--- config.mk ---
export PLATFORM = sky130hd
export DESIGN_NAME = cam_control_error_handler
export DESIGN_NICKNAME = d
export VERILOG_FILES = /design/src/pkg/cam_error_pkg.sv /design/src/hw/cam_control_error_handler.sv /design/src/hw/output_gate.sv
export VERILOG_INCLUDE_DIRS = /design/src /design/src/pkg
export SDC_FILE = /design/constraint.sdc
export NUM_CORES = 1
export LEC_CHECK = 0
export BUFFER_PORTS_ARGS = -buffer_cell sky130_fd_sc_hd__buf_2
export CORE_MARGIN = 2
export CORE_UTILIZATION = 50
export DETAILED_ROUTE_END_ITERATION = 12
export GPL_ROUTABILITY_DRIVEN = 0
export HOLD_SLACK_MARGIN = 0.06
export PLACE_DENSITY = 0.8
export REMOVE_ABC_BUFFERS = 1
export SETUP_SLACK_MARGIN = 0.05
export SYNTH_ARGS = -nofsm -noshare
export SYNTH_HDL_FRONTEND = slang
export SYNTH_SLANG_ARGS = --single-unit
--- constraint.sdc ---
create_clock -name CLK -period 2.2 [get_ports CLK]
set_input_delay 0.22 -clock CLK [delete_from_list [all_inputs] [get_ports CLK]]
set_output_delay 0.22 -clock CLK [all_outputs]
set_load 0.01 [all_outputs]
--- src/pkg/cam_error_consts.svh ---
// Purpose: constants for the cam control error handler
// Assumes: 20 MHz clock
// Notes: error codes are decimal numbers held in 8 bits
`ifndef CAM_ERROR_CONSTS_SVH
`define CAM_ERROR_CONSTS_SVH
`define ERR_NONE 8'h00
`define ERR_CFG_OPTION 8'h27
`define ERR_NET_TX 8'h28
`define ERR_NET_RX 8'h29
`define ERR_NET_ID 8'h2a
`define ERR_FIELDBUS 8'h2b
`define ERR_RX_OVF 8'h2c
`define ERR_TX_OVF 8'h2d
`define ERR_BLANK_CAM 8'h2e
`define ERR_DIR_CAM 8'h2f
`define ERR_OVERLOAD 8'h1f
`define ERR_GRAY 8'h64
`define ERR_CHECKSUM 8'h65
`define ERR_CAM_INIT 8'h66
`define ERR_CONFIG 8'h68
`define ERR_SSI_TIMEOUT 8'h6c
`define ERR_SSI_GRAY 8'h6f
`define SERIOUS_LO 8'h64
`define SERIOUS_HI 8'hc7
`define BAD_RESOLUTION 16'h007f
`define BLANK_TIME_US 10
`define CLK_MHZ 20
`define BLANK_CYCLES ((`BLANK_TIME_US) * (`CLK_MHZ))
`define NUM_OUTPUTS 16
`endif

--- src/pkg/cam_error_pkg.sv ---
// Purpose: types for the cam control error handler
// Assumes: nothing
// Notes: fault inputs travel as one packed struct
package cam_error_pkg;
  typedef logic [7:0] err_code_t;
  typedef struct packed {
    logic gray_illegal;
    logic ssi_timeout;
    logic ssi_gray;
    logic checksum_bad;
    logic cam_prohibited;
    logic net_dup_or_line;
    logic net_tx_fail;
    logic net_rx_fail;
    logic fieldbus_lost;
    logic rx_overflow;
    logic tx_overflow;
  } fault_t;
  typedef enum logic [1:0] {ST_POWERUP, ST_RUN, ST_BLANK, ST_RESTORE} mode_t;
endpackage : cam_error_pkg

--- src/hw/cam_control_error_handler.sv ---
// Purpose: error detection, error code display and output safety for the cam control
// Assumes: all inputs synchronous to CLK; faults are levels, events are pulses
// Notes: highest-priority active error wins the display; serious errors hold outputs low while pending
`timescale 1ns/1ns
`include "cam_error_consts.svh"
// Function
// - acknowledging overload error blanks all outputs briefly before normal evaluation.
// - any pending serious error 100..199 holds all outputs low.
// - illegal clipped Gray encoder code each cycle raises serious error 100.
// - failed power-up checksum of non-volatile store reports error 101.
// - acknowledging checksum failure restores defaults and erases user data.
// - prohibited cam entries found at cam table init raise error 102.
// - prohibited stored configuration, e.g. resolution 127, raises error 104.
// - serial receive buffer overflow reports error 44.
// - serial transmit buffer overflow reports error 45.
// - duplicate network_node_number or faulty line reports error 42.
// - network transmit failure reports 40; receive failure reported too.
// - fieldbus device without master connection reports error 43.
// - saving an incomplete blank cam is rejected with error 46.
// - programming a prohibited direction cam is rejected with error 47.
// - option excluded by configuration is refused with error 39.
// - overload switches off only the overloaded output.
module cam_control_error_handler (
  input wire logic CLK,
  input wire logic RESET_N,
  input wire logic CE,
  input wire logic CHECK_STROBE,
  input wire logic GRAY_VALID,
  input wire logic CHECK_DONE,
  input wire logic [15:0] RESOLUTION,
  input wire logic CONFIG_BAD,
  input wire logic FIELDBUS_PRESENT,
  input wire cam_error_pkg::fault_t FAULTS,
  input wire logic SAVE_BLANK_REQ,
  input wire logic BLANK_COMPLETE,
  input wire logic DIR_CAM_REQ,
  input wire logic DIR_CAM_ALLOWED,
  input wire logic OPTION_REQ,
  input wire logic OPTION_AVAILABLE,
  input wire logic ACK,
  input wire logic RESTORE_DONE,
  input wire logic [`NUM_OUTPUTS-1:0] CAM_IN,
  input wire logic [`NUM_OUTPUTS-1:0] OVERLOAD,
  output logic [`NUM_OUTPUTS-1:0] OUTPUTS,
  output logic [7:0] ERROR_CODE,
  output logic ERROR_ACTIVE,
  output logic SERIOUS,
  output logic REQ_REJECT,
  output logic RESTORE_DEFAULTS,
  output logic ERASE_USER
);
  // ==========================================
  // serious fault sources, error selection, display and mode state
  logic gray_bad;
  logic checksum_bad;
  logic cam_bad;
  logic config_bad;
  logic ssi_to;
  logic ssi_gray;
  logic any_serious;
  logic [7:0] next_code;
  logic next_valid;
  logic [7:0] code;
  logic overload_pending;
  logic [15:0] blank_count;
  logic [`NUM_OUTPUTS-1:0] gate_out;
  logic ack_restore;
  logic over_seen;
  cam_error_pkg::mode_t mode;

  // plausibility check latched per evaluation cycle, held until cause gone
  always_ff @(posedge CLK) begin
    if (!RESET_N) begin
      gray_bad <= 1'b0;
      ssi_to <= 1'b0;
      ssi_gray <= 1'b0;
    end else if (CE && CHECK_STROBE) begin
      gray_bad <= ~GRAY_VALID | FAULTS.gray_illegal;
      ssi_to <= FAULTS.ssi_timeout;
      ssi_gray <= FAULTS.ssi_gray;
    end
  end

  // power-up checks; checksum error stays until defaults are written
  always_ff @(posedge CLK) begin
    if (!RESET_N) begin
      checksum_bad <= 1'b0;
      cam_bad <= 1'b0;
      config_bad <= 1'b0;
    end else if (CE) begin
      if (CHECK_DONE) begin
        checksum_bad <= FAULTS.checksum_bad;
        cam_bad <= FAULTS.cam_prohibited;
        config_bad <= CONFIG_BAD | (RESOLUTION == `BAD_RESOLUTION);
      end else if (mode == cam_error_pkg::ST_RESTORE && RESTORE_DONE) begin
        checksum_bad <= 1'b0;
      end
    end
  end

  assign any_serious = gray_bad | ssi_to | ssi_gray | checksum_bad | cam_bad | config_bad;

  // ==========================================
  // new error selection, serious codes first
  always_comb begin
    next_valid = 1'b1;
    next_code = `ERR_NONE;
    if (gray_bad) begin
      next_code = `ERR_GRAY;
    end else if (ssi_to) begin
      next_code = `ERR_SSI_TIMEOUT;
    end else if (ssi_gray) begin
      next_code = `ERR_SSI_GRAY;
    end else if (checksum_bad && mode == cam_error_pkg::ST_POWERUP) begin
      next_code = `ERR_CHECKSUM;
    end else if (cam_bad) begin
      next_code = `ERR_CAM_INIT;
    end else if (config_bad) begin
      next_code = `ERR_CONFIG;
    end else if (|OVERLOAD && !over_seen) begin
      next_code = `ERR_OVERLOAD;
    end else if (FAULTS.net_dup_or_line) begin
      next_code = `ERR_NET_ID;
    end else if (FAULTS.net_tx_fail) begin
      next_code = `ERR_NET_TX;
    end else if (FAULTS.net_rx_fail) begin
      next_code = `ERR_NET_RX;
    end else if (FIELDBUS_PRESENT && FAULTS.fieldbus_lost) begin
      next_code = `ERR_FIELDBUS;
    end else if (FAULTS.rx_overflow) begin
      next_code = `ERR_RX_OVF;
    end else if (FAULTS.tx_overflow) begin
      next_code = `ERR_TX_OVF;
    end else if (SAVE_BLANK_REQ && !BLANK_COMPLETE) begin
      next_code = `ERR_BLANK_CAM;
    end else if (DIR_CAM_REQ && !DIR_CAM_ALLOWED) begin
      next_code = `ERR_DIR_CAM;
    end else if (OPTION_REQ && !OPTION_AVAILABLE) begin
      next_code = `ERR_CFG_OPTION;
    end else begin
      next_valid = 1'b0;
    end
  end

  // the checksum error re-reports itself at power-up, so its own ack must not be overridden
  assign ack_restore = ACK && (mode == cam_error_pkg::ST_POWERUP)
                     && (next_code == `ERR_CHECKSUM);

  // overload reported once per episode, re-armed when all overloads clear
  always_ff @(posedge CLK) begin
    if (!RESET_N) begin
      over_seen <= 1'b0;
    end else if (CE) begin
      over_seen <= |OVERLOAD;
    end
  end

  // ==========================================
  // displayed error: new error beats acknowledge in the same cycle
  always_ff @(posedge CLK) begin
    if (!RESET_N) begin
      code <= `ERR_NONE;
    end else if (CE) begin
      if (next_valid && !ack_restore) begin
        code <= next_code;
      end else if (ACK) begin
        code <= `ERR_NONE;
      end
    end
  end

  always_ff @(posedge CLK) begin
    if (!RESET_N) begin
      ERROR_CODE <= `ERR_NONE;
      ERROR_ACTIVE <= 1'b0;
      SERIOUS <= 1'b0;
    end else if (CE) begin
      ERROR_CODE <= code;
      ERROR_ACTIVE <= (code != `ERR_NONE);
      SERIOUS <= (code >= `SERIOUS_LO) && (code <= `SERIOUS_HI);
    end
  end

  // command rejection pulse for refused programming requests
  always_ff @(posedge CLK) begin
    if (!RESET_N) begin
      REQ_REJECT <= 1'b0;
    end else if (CE) begin
      REQ_REJECT <= (SAVE_BLANK_REQ && !BLANK_COMPLETE)
                  | (DIR_CAM_REQ && !DIR_CAM_ALLOWED)
                  | (OPTION_REQ && !OPTION_AVAILABLE);
    end
  end

  assign overload_pending = (code == `ERR_OVERLOAD);

  // ==========================================
  // mode machine: power-up, run, blanking, restoring defaults
  always_ff @(posedge CLK) begin
    if (!RESET_N) begin
      mode <= cam_error_pkg::ST_POWERUP;
      blank_count <= 16'h0000;
    end else if (CE) begin
      case (mode)
        cam_error_pkg::ST_POWERUP: begin
          if (ack_restore) begin
            mode <= cam_error_pkg::ST_RESTORE;
          end else if (CHECK_DONE && !FAULTS.checksum_bad) begin
            mode <= cam_error_pkg::ST_RUN;
          end
        end
        cam_error_pkg::ST_RUN: begin
          if (overload_pending && ACK && !next_valid) begin
            mode <= cam_error_pkg::ST_BLANK;
            blank_count <= 16'(`BLANK_CYCLES - 1);
          end
        end
        cam_error_pkg::ST_BLANK: begin
          if (blank_count == 16'h0000) begin
            mode <= cam_error_pkg::ST_RUN;
          end else begin
            blank_count <= blank_count - 16'h0001;
          end
        end
        cam_error_pkg::ST_RESTORE: begin
          if (RESTORE_DONE) begin
            mode <= cam_error_pkg::ST_RUN;
          end
        end
        default: begin
          mode <= cam_error_pkg::ST_POWERUP;
        end
      endcase
    end
  end

  // restore and erase commands held while restoring
  always_ff @(posedge CLK) begin
    if (!RESET_N) begin
      RESTORE_DEFAULTS <= 1'b0;
      ERASE_USER <= 1'b0;
    end else if (CE) begin
      RESTORE_DEFAULTS <= (mode == cam_error_pkg::ST_RESTORE) && !RESTORE_DONE;
      ERASE_USER <= (mode == cam_error_pkg::ST_RESTORE) && !RESTORE_DONE;
    end
  end

  // ==========================================
  // output gating; outputs dead until the checks have passed
  output_gate u_gate (
    .clk(CLK),
    .reset_n(RESET_N),
    .ce(CE),
    .force_low(any_serious | (mode != cam_error_pkg::ST_RUN)),
    .ack(ACK),
    .cam_in(CAM_IN),
    .overload(OVERLOAD),
    .out(gate_out),
    .off()
  );

  // extra register stage keeps outputs strictly registered at the top
  always_ff @(posedge CLK) begin
    if (!RESET_N) begin
      OUTPUTS <= '0;
    end else if (CE) begin
      OUTPUTS <= (mode == cam_error_pkg::ST_BLANK) ? '0 : gate_out;
    end
  end
endmodule : cam_control_error_handler

--- src/hw/output_gate.sv ---
// Purpose: per-output gating of cam outputs
// Assumes: overload latch cleared by acknowledge
// Notes: one generate loop, two flops per output
`timescale 1ns/1ns
`include "cam_error_consts.svh"
module output_gate (
  input wire logic clk,
  input wire logic reset_n,
  input wire logic ce,
  input wire logic force_low,
  input wire logic ack,
  input wire logic [`NUM_OUTPUTS-1:0] cam_in,
  input wire logic [`NUM_OUTPUTS-1:0] overload,
  output logic [`NUM_OUTPUTS-1:0] out,
  output logic [`NUM_OUTPUTS-1:0] off
);
  // ==========================================
  // per-output overload latch and output flop
  genvar i;
  generate
    for (i = 0; i < `NUM_OUTPUTS; i = i + 1) begin : g_out
      // set wins over acknowledge so a live overload stays off
      always_ff @(posedge clk) begin
        if (!reset_n) begin
          off[i] <= 1'b0;
        end else if (ce) begin
          if (overload[i]) begin
            off[i] <= 1'b1;
          end else if (ack) begin
            off[i] <= 1'b0;
          end
        end
      end
      // only the overloaded output drops
      always_ff @(posedge clk) begin
        if (!reset_n) begin
          out[i] <= 1'b0;
        end else if (ce) begin
          out[i] <= cam_in[i] & ~off[i] & ~overload[i] & ~force_low;
        end
      end
    end
  endgenerate
endmodule : output_gate

# Word level (Yosys, flattened, before mapping)
# Index checks and enable logic that the tools add are counted.
# totals
regBits	93
out_inout_bits	29
in_bits	75
word_cells	286
# classes
order_cmp	2
bitwise	92
addsub	1
mux	63
n_reduce_logical	68
eq_ne	12
# op_table
op	n
6-bit two-way mux	10
1-bit bitwise AND	48
16-bit two-way mux	3
7-bit two-way mux	6
2-bit AND reduction	19
2-bit nonzero test	19
1-bit two-way mux	35
1-bit inverter	34
16-bit case mux with 2 select lines	1
16-bit by 7-bit == test with 1-bit output, second input constant	1
1-bit logical AND	16
16-bit logical NOT	1
8-bit two-way mux	2
16-bit OR reduction	1
16-bit by 1-bit subtractor with 16-bit output, second input constant	1
2-bit two-way mux	5
1-bit bitwise OR	10
8-bit by 5-bit == test with 1-bit output, second input constant	1
8-bit by 7-bit == test with 1-bit output, second input constant	1
8-bit by 7-bit >= comparator with 1-bit output, second input constant	1
8-bit less-or-equal comparator, second input constant	1
1-bit logical NOT	8
2-bit inequality test, second input constant	4
2-bit case mux with 4 select lines	1
other kinds (8)	9

# Logic depth before layout (Yosys ltp)
# depth
word_depth	24
ltp_mapped	8
mapped_depth_nobuf	8

# Modules after synthesis
# A second synthesis with hierarchy kept.
# hier_totals
cells_unflattened	472
area_unflattened_um2	4134.0
# by_module_without_submodules
mod	instances	area_each_um2	cells_per_inst	seq_area_each_um2
cam_control_error_handler	1	2845.2	347	1181.1
output_gate	1	1288.7	125	640.6

# Worst setup path after synthesis
# OpenSTA, ideal clock, no wires.
# synth_timing
kind	flip-flop to flip-flop
start	register code[5]
end	register blank_count[10]
t_arrival_ns	1.694
path_stages_with_launch	8
setup_time_ns	0.115
t_required_ns	2.085
period_less_slack_ns	1.809
path_slack_ns	0.391
cell_sequence	dfxtp_1 -> or2_0 -> or4_1 -> nor4_2 -> nand2_2 -> nand2_2 -> buf_6 -> nor2_1
# synth_between
elab_chain_len	5
# synth_rtl
element	line_no	text
start: declaration	cam_control_error_handler.sv:63	logic [7:0] code;
start signal: assignment	cam_control_error_handler.sv:162	code <= `ERR_NONE;
start signal: assignment	cam_control_error_handler.sv:165	code <= next_code;
start signal: assignment	cam_control_error_handler.sv:167	code <= `ERR_NONE;
8-bit by 5-bit == test with 1-bit output (no source line)	-	
1-bit logical AND (2 in series)	cam_control_error_handler.sv:213	if (overload_pending && ACK && !next_valid) begin
2-bit inequality test (no source line)	-	
4-bit AND reduction (no source line)	-	
end signal: assignment	cam_control_error_handler.sv:215	blank_count <= 16'(`BLANK_CYCLES - 1);
end signal: assignment	cam_control_error_handler.sv:222	blank_count <= blank_count - 16'h0001;
end: declaration	cam_control_error_handler.sv:65	logic [15:0] blank_count;
# No other way between the ends.
# A chain may end at the register's enable or synchronous reset.

# Worst setup path after layout
# layout_timing
start	register code[5]
end	register blank_count[9]
# Same word-level chain as after synthesis.

==> flow_summary_export.csv <==
group,metric,value,unit
hold_path,holdCritPathClass,"primary input to flop",
synthesis,synth_top_family_by_area,"simple AND/OR/NAND/NOR gates",
pwr,cellPowerDensity,696,mW/mm^2
sta,fmax,0.497,GHz
synthesis,synth-xor-area-share,3.01,%
sta,timing.hold.ws,0.111,ns
synthesis,yosys.area.top_type,"dfxtp_1",
sta,hold_viol,0,
drt,drtPass1Iterations,5,
sta,tns,0,ns
clocking,ctsRootBufferMaster,"clkbuf_8",
worst_setup_path,crit_fanout,12,
synthesis,netlist-cell-type-count,58,
drt,vias_per_cell,5.61,
clocking,cts.htree.levels,3,
clocking,clock-sinks,91,
finish,register_area,0.00182,mm^2
synthesis,yosysWarnings,0,
drt,routedWlPerCell,14.2,um
drt,drc,0,
synthesis,synth_seq_area_share,44.8,%
finish,layout.nets,647,
pwr,p_total,0.00341,W
synthesis,synth_compound_area_share,16.3,%
sta,fin_skew,0.00792,ns
synthesis,netlist_top_cells_count,"dfxtp_1, nor2_1, nand3_1",
drt,wl,9600,um
global_routing,grt_max_degree,82,
global_routing,gr-total-overflow,0,
placed_design,place_area,0.00465,mm^2
floorplan,fp-row-count,32,
global_routing,grt_pass1_wl,15700,um
sta,finalSetupViolations,0,
clocking,clk_path_buf_depth,2,
synthesis,synth_top_area_share,44.8,%
worst_setup_path,start_kind,"flop",
global_routing,antenna_found_initial,0,
synthesis,syn-cell-area,0.00407,mm^2
floorplan,initial_utilization,52.1,%
floorplan,io_pins,104,
sta,worst_pin_slew,0.727,ns
clocking,clk_pin_slew,0.10,ns
synthesis,yosys.area_share.adder,0.308,%
sta,slew-limit-headroom,51.4,%
synthesis,synth_edf_count,0,
drt,vias,3806,
clocking,cts_buffers,9,
floorplan,die_area,0.00888,mm^2
clocking,cts_tree,"built",
drt,drt-initial-drc-count,229,
sta,finalCritPeriodShare,91.4,%
placed_design,hpwlAfterDp,6800,um
sta,slew_violations,0,
placed_design,placed_cells,662,
finish,fin_cells,678,
sta,rsz0062_at_grt,"true",
finish,finish.instance_area,0.00490,mm^2
synthesis,muxShareOfSynthArea,2.71,%
outcome,status,"complete, no violations",
floorplan,coreArea,0.00781,mm^2
synthesis,yosys.area_share.simple,28.4,%
clocking,post_cts_buffers,0,
placed_design,port-buffer-count,102,
synthesis,ys.flop_type,"dfxtp_1",
synthesis,synth_seq_cells,91,
finish,area_growth,20.4,%
finish,fillers,676,
worst_setup_path,crit_required,2.45,ns
finish,drive_gt1_share,24.7,%
flow_run,max_cap_violations,0,
pwr,p_leak,1.99,nW
sta,period_needed,2.01,ns
pwr,ir_drop,359,uV
worst_setup_path,critPathKind,"flop to flop",
global_routing,grt_usage,22.2,%
worst_setup_path,cp-end-kind,"flop",
synthesis,async_flop_share,0,%
floorplan,die_w,94.2,um
worst_setup_path,critical_path_arrival,2.26,ns
floorplan,die_h,94.2,um
global_routing,grt_pass1_vias,3627,
finish,antenna_cells,0,
synthesis,synthTopCellsByArea,"dfxtp_1, nor2_1, nand2b_1",
synthesis,syn_avg_cell_area,8.46,um^2
finish,multi_input_area,0.00209,mm^2
synthesis,syn_inst,481,
synthesis,yosysMostFrequentCell,"dfxtp_1",
clocking,insertion_delay,0.36,ns
drt,ant_nets,0,
[state kept, by name, summed over array words and instances (netlist names), 2 cells and up]
name,flops
u_gate.out,16
u_gate.off,16
mode,2
OUTPUTS,16
ERROR_CODE,7
blank_count,16
code,7
[cell type report]
cell class / count / area share (%)
clock buffers: 9 / 2.53
clock inverters: 7 / 2.14
inverters: 11 / 0.842
multi-input cells: 348 / 42.6
flip-flops and latches: 91 / 37.2
well taps: 102 / 2.60
repair buffers: 110 / 12.2
[cells in the final DEF (no fill, tap or decap), types with 4 or more instances in the layout]
cell	instances
clkbuf_8	9
mux2i_1	11
xnor2_1	11
nand4_1	4
o21ai_0	6
nor2_1	64
inv_1	10
a22oi_1	17
nand3_1	47
dfxtp_1	91
nor4_1	9
buf_4	6
a21oi_1	46
nand2_1	20
nor3_1	18
nand2b_1	38
buf_2	102
[worst max-delay path, cell delays in order, from the launching register on]
cell and delay, ns:
dfxtp_1 0.34, or2_0 0.24, or4_1 0.53, nor4_2 0.31, nand2_2 0.15, nand2_2 0.24, nor2_1 0.10
[worst paths after layout]
check | startpoint | depth (start not counted) | slack, ns | end
worst max-delay path | code[5]$_SDFFE_PN0P_ | 6 | 0.19 | blank_count[9]$_SDFFE_PN0P_
worst min register to register | OUTPUTS[3]$_SDFFE_PN0P_ | 2 | 0.47 | OUTPUTS[3]$_SDFFE_PN0P_
worst max register to register | code[5]$_SDFFE_PN0P_ | 6 | 0.19 | blank_count[9]$_SDFFE_PN0P_
worst min-delay path | CAM_IN[11] | 3 | 0.11 | u_gate.out[11]$_SDFFE_PN0P_
[layer usage]
metal  vias up  track usage, %  wire length, um
li1       1888               -                -
met1      1753            27.4             4180
met2       149            38.1             4550
met3        16            3.85              717
met4         0            9.30              148
met5         -               0                0
[power breakdown]
part | total [W] | internal, W | switching (W)
Combinational | 0.000386 | 0.000165 | 0.000221
Clock | 0.00127 | 0.000657 | 0.000617
Sequential | 0.00175 | 0.00170 | 0.0000474
[cells by family after synthesis]
| group | after synthesis |
|---|---|
| buffers and inverters | 42 |
| adder cells (fa/ha/maj) | 1 |
| XOR/XNOR | 14 |
| flip-flops | 91 |
| AND/OR/NAND/NOR | 225 |
| AO/OA/AOI/OAI | 96 |
| other | 1 |
| multiplexers | 11 |
[metrics by stage]
| stage | setup WS [ns] | util (%) |
|---|---|---|
| 2_1_floorplan | 0.361 | - |
| 3_3_place_gp | 0.162 | 59.6 |
| 3_5_place_dp | 0.149 | 59.6 |
| 4_1_cts | 0.190 | 62.5 |
| 5_1_grt | 0.0243 | 62.8 |
| 6_report | 0.190 | 62.8 |
[repair_timing]
| item | 4_1_cts | 5_1_grt |
|---|---|---|
| endpoints found under the setup margin | 0 | 5 |
| resized for setup | 0 | 3 |
| hold buffers | 0 | 0 |
Note: power is estimated with default switching activity, not from simulation.
